`src/hdl/cmd_timing_pkg.sv`:
```
/*
 package of cycle counts and timing constants for the command-link timing pair.
 assumes a single 25 MHz clk_sys shared by both ends.
*/
package cmd_timing_pkg;
   localparam int CLK_PERIOD_NS = 40;
   // speed grades
   localparam logic [1:0] GRADE_2666 = 2'h0;
   localparam logic [1:0] GRADE_2933 = 2'h1;
   localparam logic [1:0] GRADE_3200 = 2'h2;
   // parity flag pulse width, min and max, per grade (cycles)
   localparam logic [7:0] PW_MIN_2666 = 8'h50;
   localparam logic [7:0] PW_MIN_2933 = 8'h58;
   localparam logic [7:0] PW_MIN_3200 = 8'h60;
   localparam logic [7:0] PW_MAX_2666 = 8'hA0;
   localparam logic [7:0] PW_MAX_2933 = 8'hB0;
   localparam logic [7:0] PW_MAX_3200 = 8'hC0;
   // response window to idle-only commands (cycles)
   localparam logic [7:0] RSP_2666 = 8'h47;
   localparam logic [7:0] RSP_2933 = 8'h4E;
   localparam logic [7:0] RSP_3200 = 8'h55;
   // chip-select to capture latency, normal and gear-down
   localparam logic [3:0] CAL_2666 = 4'h5;
   localparam logic [3:0] CAL_HI = 4'h6;
   localparam logic [3:0] CALG_2666 = 4'h6;
   localparam logic [3:0] CALG_HI = 4'h8;
   // parity latency and flag delay
   localparam logic [3:0] PAR_LAT_2666 = 4'h5;
   localparam logic [3:0] PAR_LAT_HI = 4'h6;
   localparam int PAR_EXTRA_NS = 6;
   localparam int PAR_EXTRA_CYC = PAR_EXTRA_NS / CLK_PERIOD_NS;
   // mode-register and power-save delays (cycles, plain defaults)
   localparam logic [7:0] MODE_UPDATE_CYC = 8'h18;
   localparam logic [7:0] CMD_DISABLE_CYC = 8'h04;
   localparam logic [7:0] PS_ENTRY_CYC = MODE_UPDATE_CYC + CMD_DISABLE_CYC;
   localparam logic [11:0] SR_EXIT_CYC = 12'h120;
   localparam logic [11:0] SR_EXIT_LOCKED_CYC = 12'h300;
   localparam logic [11:0] PS_EXIT_LOCKED_CYC = SR_EXIT_CYC + SR_EXIT_LOCKED_CYC;
   localparam logic [7:0] PD_EXIT_CYC = 8'h06;
   // link check timing
   localparam int LC_ENTRY_NS = 200;
   localparam int LC_OUT_NS = 200;
   localparam int LC_CLK_NS = 10;
   localparam logic [7:0] LC_ENTRY_CYC = 8'((LC_ENTRY_NS + CLK_PERIOD_NS - 1) / CLK_PERIOD_NS);
   localparam logic [7:0] LC_OUT_CYC = 8'(LC_OUT_NS / CLK_PERIOD_NS);
   localparam logic [7:0] LC_CLK_CYC = 8'((LC_CLK_NS + CLK_PERIOD_NS - 1) / CLK_PERIOD_NS);
   // command codes on the link
   localparam logic [2:0] CMD_NOP = 3'h0;
   localparam logic [2:0] CMD_MRS_PS = 3'h1;
   localparam logic [2:0] CMD_PLAIN = 3'h2;
   localparam logic [2:0] CMD_LOCKED = 3'h3;
   localparam int ADDR_W = 8;

   function automatic logic [3:0] cs_latency(input logic [1:0] g, input logic gear);
      if (gear)
         return (g == GRADE_2666) ? CALG_2666 : CALG_HI;
      return (g == GRADE_2666) ? CAL_2666 : CAL_HI;
   endfunction : cs_latency

   function automatic logic [7:0] pulse_min(input logic [1:0] g);
      return (g == GRADE_2666) ? PW_MIN_2666 : (g == GRADE_2933) ? PW_MIN_2933 : PW_MIN_3200;
   endfunction : pulse_min

   function automatic logic [7:0] rsp_window(input logic [1:0] g);
      return (g == GRADE_2666) ? RSP_2666 : (g == GRADE_2933) ? RSP_2933 : RSP_3200;
   endfunction : rsp_window
endpackage : cmd_timing_pkg

```
`src/hdl/cmd_link_if.sv`:
```
/*
 interface joining memory controller end and memory device end.
 assumes both ends run on the same clk_sys.
*/
`timescale 1ns/1ps
`default_nettype none
interface cmd_link_if;
   import cmd_timing_pkg::*;
   logic chip_select_low_n;
   logic clk_enable;
   logic test_enable_pin;
   logic [2:0] cmd;
   logic [ADDR_W-1:0] addr;
   logic cmd_parity;
   logic parity_error_flag_n;
   logic [ADDR_W-1:0] test_out;
   modport ctrl (output chip_select_low_n, output clk_enable, output test_enable_pin, output cmd, output addr,
      output cmd_parity, input parity_error_flag_n, input test_out);
   modport dev (input chip_select_low_n, input clk_enable, input test_enable_pin, input cmd, input addr,
      input cmd_parity, output parity_error_flag_n, output test_out);
endinterface : cmd_link_if
`default_nettype wire

```
`src/hdl/mem_cmd_device.sv`:
```
/*
 memory device end: command capture after chip-select latency, parity flag pulse,
 power-save command path gating, link check output.
 assumes the controller keeps its own timing; all link inputs are on clk_sys.
*/
// What this block and the controller do
// - parity flag low 80..192 cycles per grade
// - controller sends only idle within window
// - capture command after cs latency 5/6
// - gear-down capture latency 6 or 8
// - disable command path after entry delays
// - controller keeps clock valid after entry
// - controller waits exit time, unlocked commands
// - controller waits exit plus lock time
// - controller holds select high after enable
// - test enable 200 ns before select
// - link check outputs valid within 200 ns
// - flag asserted within parity latency plus 6ns
`timescale 1ns/1ps
`default_nettype none
module mem_cmd_device
   import cmd_timing_pkg::*;
(
   // clock and reset
   input wire logic clk_sys,
   input wire logic rst_n,
   // strap settings
   input wire logic [1:0] grade,
   input wire logic latency_en,
   input wire logic gear_down,
   input wire logic persistent_parity,
   // link
   cmd_link_if.dev link,
   // user side: captured commands
   output logic cmd_valid,
   output logic [2:0] cmd_out,
   output logic [ADDR_W-1:0] addr_out,
   output logic power_save_active,
   output logic parity_blocked
);
   typedef enum {DEV_RUN, DEV_PS_WAIT, DEV_PS} dev_state_t;
   dev_state_t state_r, state_nxt;
   logic [3:0] lat_cnt_r;
   logic lat_busy_r;
   logic [7:0] pulse_cnt_r;
   logic [7:0] ps_cnt_r;
   logic [3:0] par_cnt_r;
   logic par_pend_r;
   logic flag_n_r;
   logic [ADDR_W-1:0] test_r;
   logic cke_q_r;
   logic ps_active_r;
   logic cmd_valid_r;
   logic [2:0] cmd_r;
   logic [ADDR_W-1:0] addr_r;
   logic blocked_r;

   wire logic [3:0] lat_target = cs_latency(grade, gear_down);
   wire logic [3:0] par_lat = (grade == GRADE_2666) ? PAR_LAT_2666 : PAR_LAT_HI;
   wire logic path_on = (state_r != DEV_PS) && !link.test_enable_pin;
   wire logic cs_hit = path_on && !link.chip_select_low_n;
   wire logic capture_now = latency_en ? (lat_busy_r && lat_cnt_r == lat_target - 4'h1) : cs_hit;
   wire logic par_bad = capture_now && ((^{link.cmd, link.addr}) != link.cmd_parity);
   wire logic take = capture_now && !par_bad && !blocked_r;

   always_comb
   begin
      state_nxt = state_r;
      case (state_r)
         DEV_RUN: if (take && link.cmd == CMD_MRS_PS) state_nxt = DEV_PS_WAIT;
         DEV_PS_WAIT: if (ps_cnt_r == PS_ENTRY_CYC - 8'h01) state_nxt = DEV_PS;
         // exit needs a rising enable: the level is still high just after entry
         DEV_PS: if (link.clk_enable && !cke_q_r && link.chip_select_low_n) state_nxt = DEV_RUN;
         default: state_nxt = DEV_RUN;
      endcase
   end

   always_ff @(posedge clk_sys)
   begin
      if (!rst_n)
      begin
         state_r <= DEV_RUN;
         ps_cnt_r <= 8'h00;
         cke_q_r <= 1'b1;
         ps_active_r <= 1'b0;
      end
      else
      begin
         state_r <= state_nxt;
         ps_cnt_r <= (state_r == DEV_PS_WAIT) ? ps_cnt_r + 8'h01 : 8'h00;
         cke_q_r <= link.clk_enable;
         ps_active_r <= (state_nxt == DEV_PS);
      end
   end

   // latency counter from chip-select to capture
   always_ff @(posedge clk_sys)
   begin
      if (!rst_n)
      begin
         lat_busy_r <= 1'b0;
         lat_cnt_r <= 4'h0;
      end
      else if (lat_busy_r)
      begin
         lat_cnt_r <= lat_cnt_r + 4'h1;
         if (lat_cnt_r == lat_target - 4'h1)
            lat_busy_r <= 1'b0;
      end
      else if (latency_en && cs_hit)
      begin
         lat_busy_r <= 1'b1;
         lat_cnt_r <= 4'h1;
      end
   end

   always_ff @(posedge clk_sys)
   begin
      if (!rst_n)
      begin
         cmd_valid_r <= 1'b0;
         cmd_r <= CMD_NOP;
         addr_r <= '0;
      end
      else
      begin
         cmd_valid_r <= take;
         if (take)
         begin
            cmd_r <= link.cmd;
            addr_r <= link.addr;
         end
      end
   end

   // parity error: delay flag by parity latency, then hold min width
   always_ff @(posedge clk_sys)
   begin
      if (!rst_n)
      begin
         par_pend_r <= 1'b0;
         par_cnt_r <= 4'h0;
         pulse_cnt_r <= 8'h00;
         flag_n_r <= 1'b1;
         blocked_r <= 1'b0;
      end
      else
      begin
         if (par_bad && flag_n_r && !par_pend_r)
         begin
            par_pend_r <= 1'b1;
            par_cnt_r <= 4'h1;
         end
         else if (par_pend_r)
         begin
            par_cnt_r <= par_cnt_r + 4'h1;
            if (par_cnt_r >= par_lat - 4'(PAR_EXTRA_CYC))
            begin
               par_pend_r <= 1'b0;
               flag_n_r <= 1'b0;
               pulse_cnt_r <= 8'h01;
               blocked_r <= persistent_parity;
            end
         end
         else if (!flag_n_r)
         begin
            pulse_cnt_r <= pulse_cnt_r + 8'h01;
            if (pulse_cnt_r == pulse_min(grade))
            begin
               flag_n_r <= 1'b1;
               blocked_r <= 1'b0;
            end
         end
      end
   end

   // link check: inverted address one cycle after select, well inside 200 ns
   always_ff @(posedge clk_sys)
   begin
      if (!rst_n)
         test_r <= '0;
      else if (link.test_enable_pin && !link.chip_select_low_n)
         test_r <= ~link.addr;
      else
         test_r <= '0;
   end

   assign link.parity_error_flag_n = flag_n_r;
   assign link.test_out = test_r;
   assign cmd_valid = cmd_valid_r;
   assign cmd_out = cmd_r;
   assign addr_out = addr_r;
   assign power_save_active = ps_active_r;
   assign parity_blocked = blocked_r;
endmodule : mem_cmd_device
`default_nettype wire

```
`src/flat_wrapper.sv`:
```
// flat-port wrapper written by rule: the top's interface ports become plain ports
module mem_cmd_device_flat import cmd_timing_pkg::*;
  (clk_sys, rst_n, grade, latency_en, gear_down, persistent_parity, cmd_valid, cmd_out, addr_out, power_save_active, parity_blocked, link_chip_select_low_n, link_clk_enable, link_test_enable_pin, link_cmd, link_addr, link_cmd_parity, link_parity_error_flag_n, link_test_out);
  cmd_link_if link_i ();
  input wire logic clk_sys;
  input wire logic rst_n;
  input wire logic [1:0] grade;
  input wire logic latency_en;
  input wire logic gear_down;
  input wire logic persistent_parity;
  output logic cmd_valid;
  output logic [2:0] cmd_out;
  output logic [ADDR_W-1:0] addr_out;
  output logic power_save_active;
  output logic parity_blocked;
  input wire logic [$bits(link_i.chip_select_low_n)-1:0] link_chip_select_low_n;
  input wire logic [$bits(link_i.clk_enable)-1:0] link_clk_enable;
  input wire logic [$bits(link_i.test_enable_pin)-1:0] link_test_enable_pin;
  input wire logic [$bits(link_i.cmd)-1:0] link_cmd;
  input wire logic [$bits(link_i.addr)-1:0] link_addr;
  input wire logic [$bits(link_i.cmd_parity)-1:0] link_cmd_parity;
  output wire logic [$bits(link_i.parity_error_flag_n)-1:0] link_parity_error_flag_n;
  output wire logic [$bits(link_i.test_out)-1:0] link_test_out;
  assign link_i.chip_select_low_n = link_chip_select_low_n;
  assign link_i.clk_enable = link_clk_enable;
  assign link_i.test_enable_pin = link_test_enable_pin;
  assign link_i.cmd = link_cmd;
  assign link_i.addr = link_addr;
  assign link_i.cmd_parity = link_cmd_parity;
  assign link_parity_error_flag_n = link_i.parity_error_flag_n;
  assign link_test_out = link_i.test_out;
  mem_cmd_device u_core (.clk_sys(clk_sys), .rst_n(rst_n), .grade(grade), .latency_en(latency_en), .gear_down(gear_down), .persistent_parity(persistent_parity), .link(link_i), .cmd_valid(cmd_valid), .cmd_out(cmd_out), .addr_out(addr_out), .power_save_active(power_save_active), .parity_blocked(parity_blocked));
endmodule
```
`config.mk`:
```
export PLATFORM = sky130hd
export DESIGN_NAME = mem_cmd_device_flat
export DESIGN_NICKNAME = d
export VERILOG_FILES = /design/src/hdl/cmd_timing_pkg.sv /design/src/hdl/cmd_link_if.sv /design/src/hdl/mem_cmd_device.sv /design/src/flat_wrapper.sv
export SDC_FILE = /design/constraint.sdc
export NUM_CORES = 1
export LEC_CHECK = 0
export BUFFER_PORTS_ARGS = -buffer_cell sky130_fd_sc_hd__clkbuf_2
export CORE_MARGIN = 4
export CORE_UTILIZATION = 45
export DETAILED_ROUTE_END_ITERATION = 10
export MAX_ROUTING_LAYER = met4
export PLACE_DENSITY = 0.65
export RECOVER_POWER = 25
export SYNTH_ARGS = -nofsm -noshare
export SYNTH_HDL_FRONTEND = slang
export SYNTH_SLANG_ARGS = --single-unit
```
`constraint.sdc`:
```
create_clock -name clk_sys -period 2.8 [get_ports clk_sys]
set_clock_uncertainty 0.1 [all_clocks]
set_input_delay 0.28 -clock clk_sys [delete_from_list [all_inputs] [get_ports clk_sys]]
set_output_delay 0.28 -clock clk_sys [all_outputs]
set_load 0.03 [all_outputs]
```
==> After elaboration in Yosys (flattened, before gate mapping) <==
Cells that the tools add are included.
{ "word_totals": {"ff_bits": 82, "latchBits": 0, "ramBits": 0, "romBits": 0, "in_bits": 22, "output_inout_bits": 23, "wordCells": 102, "memories": 0} }
{ "classes": {"addsub": 5, "multipliers": 0, "div_mod_pow": 0, "order_cmp": 1, "n_eq_ne": 13, "n_shift": 0, "n_mux": 33, "bitwise_logic": 3, "reduce_logical": 31} }
{ "ops": {"columns": ["cell", "n"], "rows": [
  ["$mux 32", 3],
  ["$pmux 32 s3", 1],
  ["$eq 32x2->1 const B", 2],
  ["$eq 32x1->1 const B", 1],
  ["$eq 32x3->1 const B", 1],
  ["$logic_not 32->1", 1],
  ["$mux 8", 4],
  ["$ne 32x3->1 const B", 1],
  ["$mux 4", 5],
  ["$mux 1", 18],
  ["$add 8x1->8 const B", 2],
  ["$logic_and 1x1->1", 13],
  ["$reduce_xor 11->1", 1],
  ["$add 4x1->4 const B", 2],
  ["$eq 8x5->1 const B", 1],
  ["$eq 8x8->1", 1],
  ["$not 8->8", 1],
  ["$logic_not 1->1", 6],
  ["$mux 6", 1],
  ["$reduce_and 2->1", 3],
  ["$reduce_bool 2->1", 3],
  ["$eq 4x4->1", 1],
  ["$ge 4x3->1", 1],
  ["$reduce_and 4->1", 1],
  ["11 further kinds", 12]
]} }

==> Logic depth before layout (Yosys ltp) <==
{ "logic_depth": {"depth_word": 16, "mapped_depth": 8, "ltp_nobuf": 7} }

==> Worst setup path before layout <==
No wires, ideal clock.
{ "synth_path": {"path_kind": "input to register", "startpoint": "input port link_cmd[1]", "endpoint": "register u_core.addr_r[0], in the netlist u_core.addr_out[0]", "setup_time_ps": 72, "arrival_ps": 1814, "required_time_ps": 2628, "setup_slack_ps": 815, "cell_stages": 8, "n_path_buf": 1, "path_cell_list": "inv_1 -> ha_1 -> xor2_1 -> xnor2_1 -> xnor3_1 -> a211oi_4 -> buf_6 -> mux2i_1"} }
{ "synth_via": {"elab_chain_len": 6} }
{ "synth_lines": {"columns": ["element", "line_no", "rtl"], "rows": [
  ["start: declaration", "flat_wrapper.sv:19", "input wire logic [$bits(link_i.cmd)-1:0] link_cmd;"],
  ["$reduce_xor 11->1", "mem_cmd_device.sv:63", "wire logic par_bad = capture_now && ((^{link.cmd, link.addr}) != link.cmd_parity);"],
  ["$ne 1x1->1", "mem_cmd_device.sv:63", null],
  ["$logic_and 1x1->1", "mem_cmd_device.sv:63", null],
  ["$logic_not 1->1", "mem_cmd_device.sv:64", "wire logic take = capture_now && !par_bad && !blocked_r;"],
  ["$logic_and 1x1->1 (2 in series)", "mem_cmd_device.sv:64", null],
  ["end signal: assignment", "mem_cmd_device.sv:131", "addr_r <= link.addr;"],
  ["end: declaration", "mem_cmd_device.sv:55", "logic [ADDR_W-1:0] addr_r;"]
]} }
Every way passes these cells.
A chain may end at the register's enable or synchronous reset.

==> Final worst setup path <==
{ "layout_path": {"startpoint": "register u_core.lat_cnt_r[0]", "endpoint": "register u_core.state_r[0]"} }
{ "layout_via": {"elab_chain_len": 10} }
{ "layout_lines": {"columns": ["element", "line_no", "rtl"], "rows": [
  ["start: declaration", "mem_cmd_device.sv:43", "logic [3:0] lat_cnt_r;"],
  ["start signal: assignment", "mem_cmd_device.sv:106", "lat_cnt_r <= lat_cnt_r + 4'h1;"],
  ["$eq 4x4->1 (*)", "mem_cmd_device.sv:62", "wire logic capture_now = latency_en ? (lat_busy_r && lat_cnt_r == lat_target - 4'h1) : cs_hit;"],
  ["$logic_and 1x1->1 (*)", "mem_cmd_device.sv:62", null],
  ["$mux 1 (*)", "mem_cmd_device.sv:62", null],
  ["$logic_and 1x1->1", "mem_cmd_device.sv:63", null],
  ["$logic_not 1->1", "mem_cmd_device.sv:64", null],
  ["$logic_and 1x1->1 (*) (2 in series)", "mem_cmd_device.sv:64", null],
  ["$logic_and 1x1->1 (*)", "mem_cmd_device.sv:70", "DEV_RUN: if (take && link.cmd == CMD_MRS_PS) state_nxt = DEV_PS_WAIT;"],
  ["$mux 32 (*)", "mem_cmd_device.sv:70", null],
  ["$pmux 32 s3 (*)", "mem_cmd_device.sv:69", "case (state_r)"],
  ["end signal: assignment", "mem_cmd_device.sv:89", "state_r <= state_nxt;"],
  ["end: declaration", "mem_cmd_device.sv:42", "dev_state_t state_r, state_nxt;"]
]} }
Every way passes the cells marked *; elsewhere a longest branch is shown, timed or not.

==> impl_metrics.tcl <==
set metrics [dict create \
    power_density_nw_per_um2 636 \
    hold_violations 0 \
    grt_antenna_before_repair 0 \
    wl_um 5650 \
    maxSlewHeadroom_pct -0.909 \
    clock_latency_ns 0.35 \
    critical_path_required_ns 2.99 \
    status "finished, violations left" \
    p_sw_w 0.000557 \
    critPathArrivalTime_ns 2.38 \
    violations "capacitance limit, slew limit" \
    areaGrowthSynthToFinish_pct 19.8 \
    ctsHtreeMaxLevel 3 \
    vias 2282 \
    nets 409 \
    ys_ff_latch 82 \
    hp-class "primary input to flop" \
    postRouteAntennaNets 0 \
    cts_made_buffers 9 \
    layout_common_cells "82 x dfxtp_1, 35 x nand2_1, 35 x clkbuf_2" \
    fp.dieW_um 90.0 \
    finalCritPeriodShare_pct 78.1 \
    drive_above_1_share_pct 14.2 \
    syn-instance-count 303 \
    startpoint_type "flop" \
    worst-path-buf-inv 0 \
    firstDrtPassIters 4 \
    setup-tns-final_ns 0 \
    crit_slowest_cell "a2111oi_0" \
    gp_congestion 0.791 \
    clockRootBuffer "clkbuf_8" \
    io_buffers 44 \
    dp_hpwl_um 4090 \
    rrSetupSlack_ns 0.61 \
    timing.fmax_mhz 457 \
    placed_cell_area_um2 3430 \
    num_rows 29 \
    switching_share_pct 24.1 \
    slowest_delay_ns 0.58 \
    leakage_nw 1.50 \
    grt_pass1_wl_um 9650 \
    grt_overflow 0 \
    clkPwrFrac_pct 38.2 \
    worst_pin_slew_ns 1.51 \
    drcViolationCount 0 \
    ys_types 46 \
    initial_core_util_pct 46.9 \
    first_iter_violations 86 \
    layout_commonest_cell "dfxtp_1" \
    synth_warnings 0 \
    min_period_ns 2.19 \
    die_h_um 90.0 \
    power.internal_w 0.00175 \
    viasPerCell 4.93 \
    synth-async-reset-ratio_pct 0 \
    end_kind "flop" \
    path_class "flop to flop" \
    cts_resized 0 \
    cts_hold_buf 0 \
    grt_max_degree 39 \
    num-fill-cells 587 \
    postLayoutCellArea_um2 3630 \
    ir_worst_vdd_mv 0.275 \
    ys.flop_type "dfxtp_1" \
    core_area_um2 6460 \
    combPwrFrac_pct 8.2 \
    drv_slew 39 \
    wl_per_cell_um 12.2 \
    pwr-share-seq_pct 53.6 \
    antennaDiodeCount 0 \
    crit_chain "o2111ai_1 > a211oi_1 > o211ai_1 > a2111oi_0 > o211a_1" \
    synth_area_um2 3030 \
    cts.reportedPaths.clkPinSlew_ns 0.08 \
    die_area_um2 8110 \
    first_global_vias 2105 \
    clkSinkCount 82 \
    maxCapViolCount 1 \
    ios 45 \
    final-setup-viol-count 0 \
    post_cts_buffers 0 \
    rsz0062_at_grt "false" \
    cts_max_path_buffers 2 \
    synth_seq_area_share_pct 54.2 \
    avgSynthCellArea_um2 9.99 \
    critPathTopFamily "compound AO/OA/AOI/OAI gates" \
    worstPathMaxFanout 8 \
    cts_tree "done" \
    synth_edf_count 0 \
    holdWs_ns 0.0272 \
    track_usage_pct 14.8 \
]
[cells by family (layout without fill, tap and decap cells)]
logic type | count (synthesis) | count (layout) | share of synthesized area, %
AND/OR/NAND/NOR | 117 | 117 | 19.5
AO/OA/AOI/OAI | 52 | 52 | 11.6
flip-flops | 82 | 82 | 54.2
adder cells (fa/ha/maj) | 6 | 6 | 2.48
other | 1 | 30 | 0.124
multiplexers | 12 | 12 | 3.97
XOR/XNOR | 18 | 18 | 5.91
buffers and inverters | 15 | 69 | 2.15
[cell usage after synthesis, drive strengths merged (5+ instances only)]
master  number  area (um2)
clkbuf       7        27.5
nand4        6        37.5
nor4        10        62.6
dfxtp       82        1640
xor2         6        52.6
nor2        25        93.8
xnor2       11         104
nand2       35         131
ha           6        75.1
and3         5        31.3
or3          5        31.3
inv          6        22.5
nand3        7        35.0
mux2i       12         120
o21ai       16        80.1
a21oi       13        65.1
[power groups by stage]
stage          clock, W  combinational [W]  sequential (W)
2_1_floorplan         0           0.000117         0.00128
3_3_place_gp          0           0.000189         0.00126
3_5_place_dp          0           0.000192         0.00126
4_1_cts        0.000910           0.000193         0.00124
5_1_grt        0.000960           0.000213         0.00124
6_report       0.000881           0.000190         0.00124
[area by class of cell]
class | instances | area [um2] | share of cell area, %
Clock buffer | 11 | 151 | 4.18
Timing Repair Buffer | 46 | 220 | 6.07
Multi-Input combinational cell | 235 | 1430 | 39.4
Tap cell | 77 | 96.3 | 2.66
Inverter | 7 | 26.3 | 0.725
Sequential cell | 82 | 1640 | 45.3
Clock inverter | 5 | 60.1 | 1.66
[path summary, 6_finish.rpt]
kind,start,end,cells after the start
min,link_addr[2],u_core.link.test_out[2]$_SDFF_PN0_,2
max,u_core.lat_cnt_r[0]$_SDFFE_PN0P_,u_core.state_r[0]$_SDFF_PN0_,5
max reg2reg,u_core.lat_cnt_r[0]$_SDFFE_PN0P_,u_core.state_r[0]$_SDFF_PN0_,5
min reg2reg,u_core.ps_cnt_r[0]$_SDFF_PN0_,u_core.ps_cnt_r[0]$_SDFF_PN0_,1
[layer usage]
| metal | track usage [%] | vias to the layer above | wire length [um] |
|---|---|---|---|
| met5 | - | - | 0 |
| met4 | 6.89 | 0 | 114 |
| met3 | 4.76 | 10 | 346 |
| met2 | 21.0 | 54 | 2300 |
| met1 | 19.3 | 1014 | 2890 |
| li1 | - | 1204 | - |
[state kept, by name, indices dropped and copies added, names as in the netlist, 3 cells and up]
signal,cells
u_core.link.test_out,8
u_core.ps_cnt_r,8
u_core.lat_cnt_r,4
u_core.par_cnt_r,4
u_core.cmd_out,3
u_core.pulse_cnt_r,8
u_core.state_r,32
u_core.addr_out,8
[per-stage QoR]
stage / power, W / std cells / util, % / worst slack (ns)
finish: 0.00231 / 463 / 56.1 / 0.614
global route: 0.00242 / 463 / 56.1 / 0.451
CTS: 0.00234 / 463 / 56.4 / 0.620
detailed placement: 0.00146 / 447 / 53.1 / 0.542
global placement: 0.00145 / 447 / 53.1 / 0.569
floorplan: 0.00140 / 332 / - / 0.815
Power figures use the tool's default switching activity.
